`src/hw/psram_port_pkg.sv`:
```
// Shared constants and carriers for the fabric-side memory port.
// Assumes a 20 MHz system clock that samples all of the controller's clocks.
package psram_port_pkg;

  localparam int DQ_W          = 16;
  localparam int STROBE_W      = 2;
  localparam int FIFO_DEPTH    = 8;
  localparam int SYNC_STAGES   = 3;
  localparam int MEMCLK_MAX_MHZ = 200;
  localparam int LINE_MAX_MBPS = 400;
  localparam int SYS_CLK_MHZ   = 20;
  // A sampled link can only toggle at a fraction of the system clock
  localparam int SAMPLED_MAX_MHZ = SYS_CLK_MHZ / 4;

  localparam logic             RESET_N_ACTIVE = 1'h0;
  localparam logic             CS_N_IDLE      = 1'h1;
  localparam logic [DQ_W-1:0]  DQ_ZERO        = 16'h0000;
  localparam logic [STROBE_W-1:0] STROBE_ZERO = 2'h0;

  // One half-cycle pair of DQ and strobe values
  typedef struct packed {
    logic [DQ_W-1:0]     dq;
    logic [STROBE_W-1:0] strobe;
  } half_word_t;

  // One read beat as captured: rising half, then falling half
  typedef struct packed {
    half_word_t rise;
    half_word_t fall;
  } read_beat_t;

  localparam int BEAT_W = $bits(read_beat_t);

endpackage

```
`src/hw/beat_fifo.sv`:
```
// Small synchronous FIFO with valid/ready on both sides.
// Assumes one clock and one asynchronous active-high reset.
`timescale 1ns/1ps
module beat_fifo #(
  parameter int WIDTH = 36,
  parameter int DEPTH = 8
) (
  // Clock and reset
  input  wire logic             i_clk_sys,
  input  wire logic             i_reset,
  // Fill side
  input  wire logic             i_in_valid,
  output logic                  o_in_ready,
  input  wire logic [WIDTH-1:0] i_in_data,
  // Drain side
  output logic                  o_out_valid,
  input  wire logic             i_out_ready,
  output logic [WIDTH-1:0]      o_out_data
);

  localparam int AW = $clog2(DEPTH);

  logic [WIDTH-1:0] mem_q [DEPTH];
  logic [AW-1:0]    wr_ptr_q;
  logic [AW-1:0]    rd_ptr_q;
  logic [AW:0]      count_q;
  logic             push;
  logic             pop;

  function automatic logic [AW-1:0] ptr_next(input logic [AW-1:0] p);
    ptr_next = (p == AW'(DEPTH - 1)) ? '0 : p + AW'(1);
  endfunction

  assign o_in_ready  = (count_q != (AW+1)'(DEPTH));
  assign o_out_valid = (count_q != '0);
  assign o_out_data  = mem_q[rd_ptr_q];
  assign push        = i_in_valid && o_in_ready;
  assign pop         = o_out_valid && i_out_ready;

  always_ff @(posedge i_clk_sys) begin
    if (push) begin
      mem_q[wr_ptr_q] <= i_in_data;
    end
  end

  always_ff @(posedge i_clk_sys or posedge i_reset) begin
    if (i_reset) begin
      wr_ptr_q <= '0;
      rd_ptr_q <= '0;
      count_q  <= '0;
    end else begin
      if (push) begin
        wr_ptr_q <= ptr_next(wr_ptr_q);
      end
      if (pop) begin
        rd_ptr_q <= ptr_next(rd_ptr_q);
      end
      if (push && !pop) begin
        count_q <= count_q + (AW+1)'(1);
      end else if (pop && !push) begin
        count_q <= count_q - (AW+1)'(1);
      end
    end
  end

endmodule // beat_fifo

```
`src/hw/psram_fabric_double_rate_io_register_port.sv`:
```
// Fabric-side double-rate port of the embedded pseudo-static memory.
// Assumes the controller's clocks arrive asynchronously and are sampled by i_clk_sys;
// fabric drive values are held stable around the controller clock edges.
`timescale 1ns/1ps

// Behaviour
// [RULE_01] Path carries 16-bit data at double rate, memory clock up to 200 MHz; sampled at 20 MHz, the port follows only up to 5 MHz (SAMPLED_MAX_MHZ).
// [RULE_02] Controller supplies its clock and a 90-degree shifted copy.
// [RULE_03] Controller supplies a calibration clock used to capture read data.
// [RULE_04] Memory reset is active low; low resets, high for normal operation.
// [RULE_05] Chip select is active low over a transaction, high while idle.
// [RULE_06] Differential memory clock driven as half-cycle values; may stop between bursts.
// [RULE_07] Write strobe halves act as byte mask through double-rate registers.
// [RULE_08] Strobe enable asserted only while controller drives strobe.
// [RULE_09] Memory strobe returned as halves: latency cue, then read reference.
// [RULE_10] Command, address and write data sent over 16-bit DQ halves.
// [RULE_11] DQ output enable per bit; released so memory can return data.
// [RULE_12] Read data delivered as 16-bit halves, one per memory clock edge.
// [RULE_13] High half launched on rising edge, low half on next falling edge.
module psram_fabric_double_rate_io_register_port #(
  parameter int DQ_W       = psram_port_pkg::DQ_W, // RULE_01
  parameter int STROBE_W   = psram_port_pkg::STROBE_W,
  parameter int FIFO_DEPTH = psram_port_pkg::FIFO_DEPTH
) (
  // System clock and reset
  input  wire logic                i_clk_sys,
  input  wire logic                i_reset,
  // Controller clocks (sampled)
  input  wire logic                i_ctrl_clock,
  input  wire logic                i_quadrature_ctrl_clock,
  input  wire logic                i_read_capture_cal_clock,
  // Controller control
  input  wire logic                i_mem_reset_n,
  input  wire logic                i_mem_cs_n,
  input  wire logic                i_memclk_true_rise,
  input  wire logic                i_memclk_true_fall,
  input  wire logic                i_memclk_comp_rise,
  input  wire logic                i_memclk_comp_fall,
  // Controller write path
  input  wire logic [STROBE_W-1:0] i_strobe_drive_rise,
  input  wire logic [STROBE_W-1:0] i_strobe_drive_fall,
  input  wire logic [STROBE_W-1:0] i_strobe_drive_enable,
  input  wire logic [DQ_W-1:0]     i_bus_drive_rise,
  input  wire logic [DQ_W-1:0]     i_bus_drive_fall,
  input  wire logic [DQ_W-1:0]     i_bus_drive_enable,
  // Controller read path
  output logic [STROBE_W-1:0]      o_strobe_sense_rise,
  output logic [STROBE_W-1:0]      o_strobe_sense_fall,
  output logic [DQ_W-1:0]          o_bus_sense_rise,
  output logic [DQ_W-1:0]          o_bus_sense_fall,
  output logic                     o_read_valid,
  input  wire logic                i_read_ready,
  output logic                     o_capture_ready,
  output logic                     o_read_overrun,
  input  wire logic                i_overrun_clear,
  // Memory pins
  output logic                     o_mem_reset_n,
  output logic                     o_mem_cs_n,
  output logic                     o_mem_ck_p,
  output logic                     o_mem_ck_n,
  output logic [STROBE_W-1:0]      o_mem_strobe,
  output logic [STROBE_W-1:0]      o_mem_strobe_oe,
  input  wire logic [STROBE_W-1:0] i_mem_strobe,
  output logic [DQ_W-1:0]          o_mem_dq,
  output logic [DQ_W-1:0]          o_mem_dq_oe,
  input  wire logic [DQ_W-1:0]     i_mem_dq
);

  localparam int CLK_N = 3;
  localparam int PIN_W = DQ_W + STROBE_W;

  // Clock sampling: three stages, a level changes when stages two and three agree
  logic [CLK_N-1:0] clk_s1_q;
  logic [CLK_N-1:0] clk_s2_q;
  logic [CLK_N-1:0] clk_s3_q;
  logic [CLK_N-1:0] clk_lvl_q;
  logic [CLK_N-1:0] clk_rise;
  logic [CLK_N-1:0] clk_fall;

  always_ff @(posedge i_clk_sys or posedge i_reset) begin
    if (i_reset) begin
      clk_s1_q  <= '0;
      clk_s2_q  <= '0;
      clk_s3_q  <= '0;
      clk_lvl_q <= '0;
    end else begin
      clk_s1_q  <= {i_read_capture_cal_clock, i_quadrature_ctrl_clock, i_ctrl_clock};
      clk_s2_q  <= clk_s1_q;
      clk_s3_q  <= clk_s2_q;
      for (int k = 0; k < CLK_N; k++) begin
        if (clk_s2_q[k] == clk_s3_q[k]) begin
          clk_lvl_q[k] <= clk_s3_q[k];
        end
      end
    end
  end

  always_comb begin
    for (int k = 0; k < CLK_N; k++) begin
      clk_rise[k] = (clk_s2_q[k] == clk_s3_q[k]) && clk_s3_q[k] && !clk_lvl_q[k];
      clk_fall[k] = (clk_s2_q[k] == clk_s3_q[k]) && !clk_s3_q[k] && clk_lvl_q[k];
    end
  end

  logic ctl_rise;
  logic ctl_fall;
  logic quad_rise;
  logic quad_fall;
  logic cal_rise;
  logic cal_fall;
  assign ctl_rise  = clk_rise[0]; // RULE_02
  assign ctl_fall  = clk_fall[0];
  assign quad_rise = clk_rise[1]; // RULE_02
  assign quad_fall = clk_fall[1];
  assign cal_rise  = clk_rise[2]; // RULE_03
  assign cal_fall  = clk_fall[2];

  // Memory pins also pass three stages, keeping data aligned with the sampled edges
  logic [PIN_W-1:0] pin_s1_q;
  logic [PIN_W-1:0] pin_s2_q;
  logic [PIN_W-1:0] pin_s3_q;
  psram_port_pkg::half_word_t pin_now;

  always_ff @(posedge i_clk_sys or posedge i_reset) begin
    if (i_reset) begin
      pin_s1_q <= '0;
      pin_s2_q <= '0;
      pin_s3_q <= '0;
    end else begin
      pin_s1_q <= {i_mem_dq, i_mem_strobe};
      pin_s2_q <= pin_s1_q;
      pin_s3_q <= pin_s2_q;
    end
  end
  assign pin_now = psram_port_pkg::half_word_t'(pin_s3_q);

  // Reset and select follow the controller directly; defaults keep memory in reset and idle
  always_ff @(posedge i_clk_sys or posedge i_reset) begin
    if (i_reset) begin
      o_mem_reset_n <= psram_port_pkg::RESET_N_ACTIVE; // RULE_04
      o_mem_cs_n    <= psram_port_pkg::CS_N_IDLE;      // RULE_05
    end else begin
      o_mem_reset_n <= i_mem_reset_n;                  // RULE_04
      o_mem_cs_n    <= i_mem_cs_n;                     // RULE_05
    end
  end

  // Memory clock rides the quadrature edges so it lands mid-way in the data eye
  logic ck_p_fall_q;
  logic ck_n_fall_q;
  always_ff @(posedge i_clk_sys or posedge i_reset) begin
    if (i_reset) begin
      o_mem_ck_p  <= 1'h0;
      o_mem_ck_n  <= 1'h1;
      ck_p_fall_q <= 1'h0;
      ck_n_fall_q <= 1'h1;
    end else if (quad_rise) begin
      o_mem_ck_p  <= i_memclk_true_rise; // RULE_06
      o_mem_ck_n  <= i_memclk_comp_rise; // RULE_13
      ck_p_fall_q <= i_memclk_true_fall;
      ck_n_fall_q <= i_memclk_comp_fall;
    end else if (quad_fall) begin
      o_mem_ck_p  <= ck_p_fall_q;        // RULE_06
      o_mem_ck_n  <= ck_n_fall_q;        // RULE_13
    end
  end

  // Write path: both halves taken at the rising edge, low half held for the falling one
  logic [DQ_W-1:0]     dq_fall_q;
  logic [STROBE_W-1:0] strobe_fall_q;
  always_ff @(posedge i_clk_sys or posedge i_reset) begin
    if (i_reset) begin
      o_mem_dq        <= psram_port_pkg::DQ_ZERO;
      o_mem_dq_oe     <= psram_port_pkg::DQ_ZERO;
      dq_fall_q       <= psram_port_pkg::DQ_ZERO;
      o_mem_strobe    <= psram_port_pkg::STROBE_ZERO;
      o_mem_strobe_oe <= psram_port_pkg::STROBE_ZERO;
      strobe_fall_q   <= psram_port_pkg::STROBE_ZERO;
    end else if (ctl_rise) begin
      o_mem_dq        <= i_bus_drive_rise;      // RULE_10
      o_mem_dq_oe     <= i_bus_drive_enable;    // RULE_11
      dq_fall_q       <= i_bus_drive_fall;      // RULE_13
      o_mem_strobe    <= i_strobe_drive_rise;   // RULE_07
      o_mem_strobe_oe <= i_strobe_drive_enable; // RULE_08
      strobe_fall_q   <= i_strobe_drive_fall;
    end else if (ctl_fall) begin
      o_mem_dq        <= dq_fall_q;             // RULE_13
      o_mem_strobe    <= strobe_fall_q;         // RULE_07
    end
  end

  // Strobe sense halves track the memory always, for latency cues during the command phase
  psram_port_pkg::half_word_t rise_hold_q;
  always_ff @(posedge i_clk_sys or posedge i_reset) begin
    if (i_reset) begin
      o_strobe_sense_rise <= psram_port_pkg::STROBE_ZERO;
      o_strobe_sense_fall <= psram_port_pkg::STROBE_ZERO;
      rise_hold_q         <= '0;
    end else if (cal_rise) begin
      rise_hold_q         <= pin_now;        // RULE_13
      o_strobe_sense_rise <= pin_now.strobe; // RULE_09
    end else if (cal_fall) begin
      o_strobe_sense_fall <= pin_now.strobe; // RULE_09
    end
  end

  // A beat is queued at the falling half only while the controller has released DQ
  psram_port_pkg::read_beat_t beat_in;
  psram_port_pkg::read_beat_t beat_out;
  logic                       push_valid;
  logic                       fifo_in_ready;
  logic                       fifo_out_valid;
  logic                       fifo_out_ready;
  logic [psram_port_pkg::BEAT_W-1:0] fifo_out_data;

  assign beat_in.rise = rise_hold_q;
  assign beat_in.fall = pin_now;
  assign push_valid   = cal_fall && (o_mem_dq_oe == psram_port_pkg::DQ_ZERO); // RULE_11

  beat_fifo #(
    .WIDTH (psram_port_pkg::BEAT_W),
    .DEPTH (FIFO_DEPTH)
  ) u_beat_fifo (
    .i_clk_sys   (i_clk_sys),
    .i_reset     (i_reset),
    .i_in_valid  (push_valid),
    .o_in_ready  (fifo_in_ready),
    .i_in_data   (beat_in),
    .o_out_valid (fifo_out_valid),
    .i_out_ready (fifo_out_ready),
    .o_out_data  (fifo_out_data)
  );

  assign beat_out       = psram_port_pkg::read_beat_t'(fifo_out_data);
  assign fifo_out_ready = !o_read_valid || i_read_ready;

  // Output stage keeps the read halves on flip-flops; a stalled reader fills the FIFO
  always_ff @(posedge i_clk_sys or posedge i_reset) begin
    if (i_reset) begin
      o_read_valid     <= 1'h0;
      o_bus_sense_rise <= psram_port_pkg::DQ_ZERO;
      o_bus_sense_fall <= psram_port_pkg::DQ_ZERO;
    end else if (fifo_out_ready) begin
      o_read_valid <= fifo_out_valid;
      if (fifo_out_valid) begin
        o_bus_sense_rise <= beat_out.rise.dq; // RULE_12
        o_bus_sense_fall <= beat_out.fall.dq; // RULE_12
      end
    end
  end

  // The memory cannot be stalled; the controller must stop the clock when ready drops
  always_ff @(posedge i_clk_sys or posedge i_reset) begin
    if (i_reset) begin
      o_capture_ready <= 1'h0;
      o_read_overrun  <= 1'h0;
    end else begin
      o_capture_ready <= fifo_in_ready;
      if (push_valid && !fifo_in_ready) begin
        o_read_overrun <= 1'h1;
      end else if (i_overrun_clear) begin
        o_read_overrun <= 1'h0;
      end
    end
  end

endmodule // psram_fabric_double_rate_io_register_port

```
`config.mk`:
```
export PLATFORM = sky130hd
export DESIGN_NAME = psram_fabric_double_rate_io_register_port
export DESIGN_NICKNAME = d
export VERILOG_FILES = /design/src/hw/psram_port_pkg.sv /design/src/hw/beat_fifo.sv /design/src/hw/psram_fabric_double_rate_io_register_port.sv
export SDC_FILE = /design/constraint.sdc
export NUM_CORES = 1
export LEC_CHECK = 0
export BUFFER_PORTS_ARGS = -buffer_cell sky130_fd_sc_hd__buf_2
export CAP_MARGIN = 10
export CORE_UTILIZATION = 30
export CTS_CLUSTER_SIZE = 28
export DETAILED_ROUTE_END_ITERATION = 7
export GPL_TIMING_DRIVEN = 0
export PLACE_DENSITY = 0.51
export SLEW_MARGIN = 5
export SYNTH_ARGS = -nofsm -noshare
export SYNTH_HDL_FRONTEND = slang
export SYNTH_SLANG_ARGS = --single-unit
```
`constraint.sdc`:
```
create_clock -name i_clk_sys -period 6.05 [get_ports i_clk_sys]
set_input_delay 1.21 -clock i_clk_sys [delete_from_list [all_inputs] [get_ports i_clk_sys]]
set_output_delay 1.21 -clock i_clk_sys [all_outputs]
set_load 0.02 [all_outputs]
```
==> impl_summary.txt <==
----------------------------------------------------
[Outcome]
  Result of the run ... complete, no violations

[Routing]
  Average via count per standard cell ... 4.46
  Final routed wire length divided by cell count ... 19.7 microns
  Post-detailed-route count of antenna-violating nets ... 0
  DR iter-0 viols ... 510
  Final Routed Wirelength ... 36200 microns
  Via Count ... 8209
  Number of iterations in the first detailed-routing pass ... 4
  Drt drc ... 0

[Global routing]
  Initial antenna violation count ... 2
  Largest net degree at the start of global routing ... 38
  Total grt overflow ... 0
  First-pass GRT wire length ... 55600 microns
  Total global-route track usage ... 0.133
  Vias in the first global route ... 8850

[Logic synthesis]
  Fraction of the mapped netlist area in simple logic gates ... 0.0267
  Number of instances in the synthesized netlist ... 856
  Flip-flop and latch count after synthesis ... 447
  Post-synthesis area per instance ... 19.1 sq um
  Net count after synthesis ... 955
  Share of cell area taken by muxes after synthesis ... 0.163
  Adder-cell area share of the yosys netlist ... 0.0112
  Summed instance area of the synthesized netlist ... 0.0164 sq mm
  Dominant combinational cell family by area after synthesis ... multiplexers
  Sequential fraction of the synthesis area ... 0.761
  Number of warnings issued by yosys ... 0
  Parity-gate share of the synthesized area counting xor and xnor cells ... 0.00107
  Compound-gate portion of the synthesized area ... 0.0225
  Distinct cell type count of the synthesized netlist ... 38

[CTS]
  Hold bufs inserted after CTS ... 0
  Total clock buffers created by CTS ... 50
  Library cell used as clock root buffer ... clkbuf_16
  CTS tree ... yes
  Post-cts repair resize count ... 0
  Clock transition at the register clock pins on the worst setup and hold paths after CTS ... 0.06 ns
  Total clock sinks ... 447
  Level count of the clock H-tree ... 2
  Worst-Skew Late Latency ... 0.58 ns
  Maximum buffer depth of the clock tree ... 3
  Setup fix buffers added after clock tree synthesis ... 0

[Cells and area]
  Share of the core filled with cells in the final layout ... 0.376
  Commonest non-fill, non-tap cell in the layout ... edfxtp_1
  Ratio of cells with drive above 1 in the final layout ... 0.383
  Filler cell count in the final layout ... 4976
  Relative area change from synthesis to final layout ... 23.6%
  Number of nets in the finished design ... 1200
  Commonest cells after routing, fill and taps aside ... edfxtp_1, dfrtp_1, buf_2, mux4_2, nand2_1

[STA]
  Final number of max-transition violations ... 0
  Unrepaired setup endpoints after global routing ... false
  Transition at the pin with the smallest max-transition slack ... 0.882 ns
  Min cycle time layout ... 3.79 ns
  Number of failing hold endpoints at the final stage ... 0
  Headroom to the max-slew limit ... 0.412
  Final hold slack ... 0.340 ns
  Setup TNS ... 0 ns
  Max Clk Rate ... 264 MHz
  Period utilisation layout ... 0.627
  Final setup violation count ... 0
  Worst Skew ... 0.0204 ns
  Smallest setup slack after layout ... 2.26 ns

[Setup path]
  Kind of start point of the critical path ... input pin
  Worst-path maximum fanout ... 10
  Endpoint arrival time on the critical path ... 4.26 ns
  Type of the worst setup path ... input pin to register
  Crit-path most repeated cell ... inv_1
  Cell-by-cell listing of the critical path ... buf_2 > inv_1 > a21oi_1 > inv_1 > clkbuf_1 > ha_1 > inv_1 > ha_1 > a21o_1 > a2111oi_0 > a31oi_1 > a221o_1
  Crit end category ... register
  Worst endpoint required time ... 6.52 ns
  Max stage delay cell, worst path ... a21oi_1
  Worst path max stage delay ... 0.52 ns

[Power]
  Overall power of the completed layout ... 9.01 mW
  P per Cell Area ... 445 mW/mm^2
  LEAKAGE ... 7.77 nW
  Maximum vdd ir drop ... 0.250 mV

[Floorplan]
  Die H ... 236 microns
  Horiz. Die Dim ... 236 microns
  Initial standard-cell utilization of the core ... 0.304
  Number of top-level design ports ... 164
  Die Outline Area ... 0.0555 sq mm
  Number of rows created at floorplan ... 85
  Core region area ... 0.0539 sq mm

[Placed design]
  GP Congestion ... 0.713
  Port bufs ... 163
  Pre-CTS setup slack ... 1.54 ns
  DP Wirelength ... 24200 microns

[Worst hold path]
  Type of the worst min-delay path ... register to register

[Job]
  Max-capacitance violation count ... 0

----------------------------------------------------
==> path summary, 6_finish.rpt <==
path	from	end	slack, ns	cells past startpoint
worst max-delay path	i_read_ready	u_beat_fifo.count_q[3]	2.26	12
worst min-delay path	pin_s2_q[5]	pin_now[5]	0.34	0
worst max register to register	u_beat_fifo.count_q[0]	u_beat_fifo.count_q[3]	2.34	11
worst min register to register	pin_s2_q[5]	pin_now[5]	0.34	0
max in group asynchronous	i_reset	pin_s1_q[3]	3.91	6
min in group asynchronous	i_reset	o_mem_reset_n	0.76	2
==> sequential cells by signal (all words and copies together), names as in the netlist, 2 cells and up <==
name	cells
beat_in	18
clk_lvl_q	3
clk_s1_q	3
clk_s2_q	3
clk_s3_q	3
dq_fall_q	16
o_bus_sense_fall	16
o_bus_sense_rise	16
o_mem_dq	16
o_mem_dq_oe	16
o_mem_strobe	2
o_mem_strobe_oe	2
o_strobe_sense_fall	2
pin_now	18
pin_s1_q	18
pin_s2_q	18
strobe_fall_q	2
u_beat_fifo.count_q	4
u_beat_fifo.mem_q	256
u_beat_fifo.rd_ptr_q	3
u_beat_fifo.wr_ptr_q	3
==> where the power goes <==
group	switching, mW	internal (mW)
clock network	1.25	1.99
registers	0.246	3.60
logic	1.09	0.840
==> cell families after synthesis <==
logic type / count (synthesis)
fa+ha+maj: 14
flops: 447
buf+inv: 52
xor+xnor: 2
compound gates: 69
simple gates: 94
mux: 178
==> routing by layer <==
| metal | GRT usage | up-vias | wire [microns] |
|---|---|---|---|
| met5 | 0 | - | 17 |
| met4 | 0.0426 | 2 | 729 |
| met3 | 0.0352 | 49 | 2140 |
| met2 | 0.223 | 191 | 17800 |
| met1 | 0.168 | 4201 | 15400 |
| li1 | - | 3766 | - |
==> cells in the mapped netlist, drive strengths merged <==
cell	n	area, sq um
dfrtp	188	4700
fa	1	20.0
buf	24	128
o21ai	55	275
nand3b	1	7.51
a21oi	5	25.0
nand2b	2	12.5
a211oi	2	15.0
inv	13	48.8
a31oi	1	6.26
clkbuf	15	57.6
mux4	64	1440
a21boi	1	7.51
or4	4	33.8
a2111oi	1	8.76
edfxtp	256	7690
nor2b	5	31.3
mux2i	52	521
mux2	62	709
ha	13	163
a221o	1	10.0
o22ai	1	6.26
nand2	63	236
dfstp	3	78.8
nor2	6	22.5
a21o	2	15.0
nor4	3	18.8
xnor2	2	17.5
nor3	8	51.3
nand3	1	17.5
nand4	1	6.26
==> per-stage QoR <==
stage / std cells / cell area, sq um
5_1_grt: 1838 / 20300
6_report: 1839 / 20300
3_5_place_dp: 1745 / 18500
4_1_cts: 1838 / 20300
2_1_floorplan: 856 / 16400
3_3_place_gp: 1715 / 18100
==> layout make-up <==
type	count	area, sq um	area share
multi-input combinational	357	3730	0.184
tap	696	871	0.0430
timing repair buffer	193	1180	0.0584
sequential	447	12500	0.616
buffer	39	185	0.00914
clock inverter	30	393	0.0194
inverter	13	52.6	0.00259
clock buffer	63	1370	0.0677
antenna	1	2.50	0.000124
==> worst max-delay path: cells and delay by family <==
family          cells  cell delay [ns]
buf+inv             5             0.82
fa+ha+maj           2             0.60
compound gates      5             1.61
Note: power is estimated with default switching activity, not from simulation.
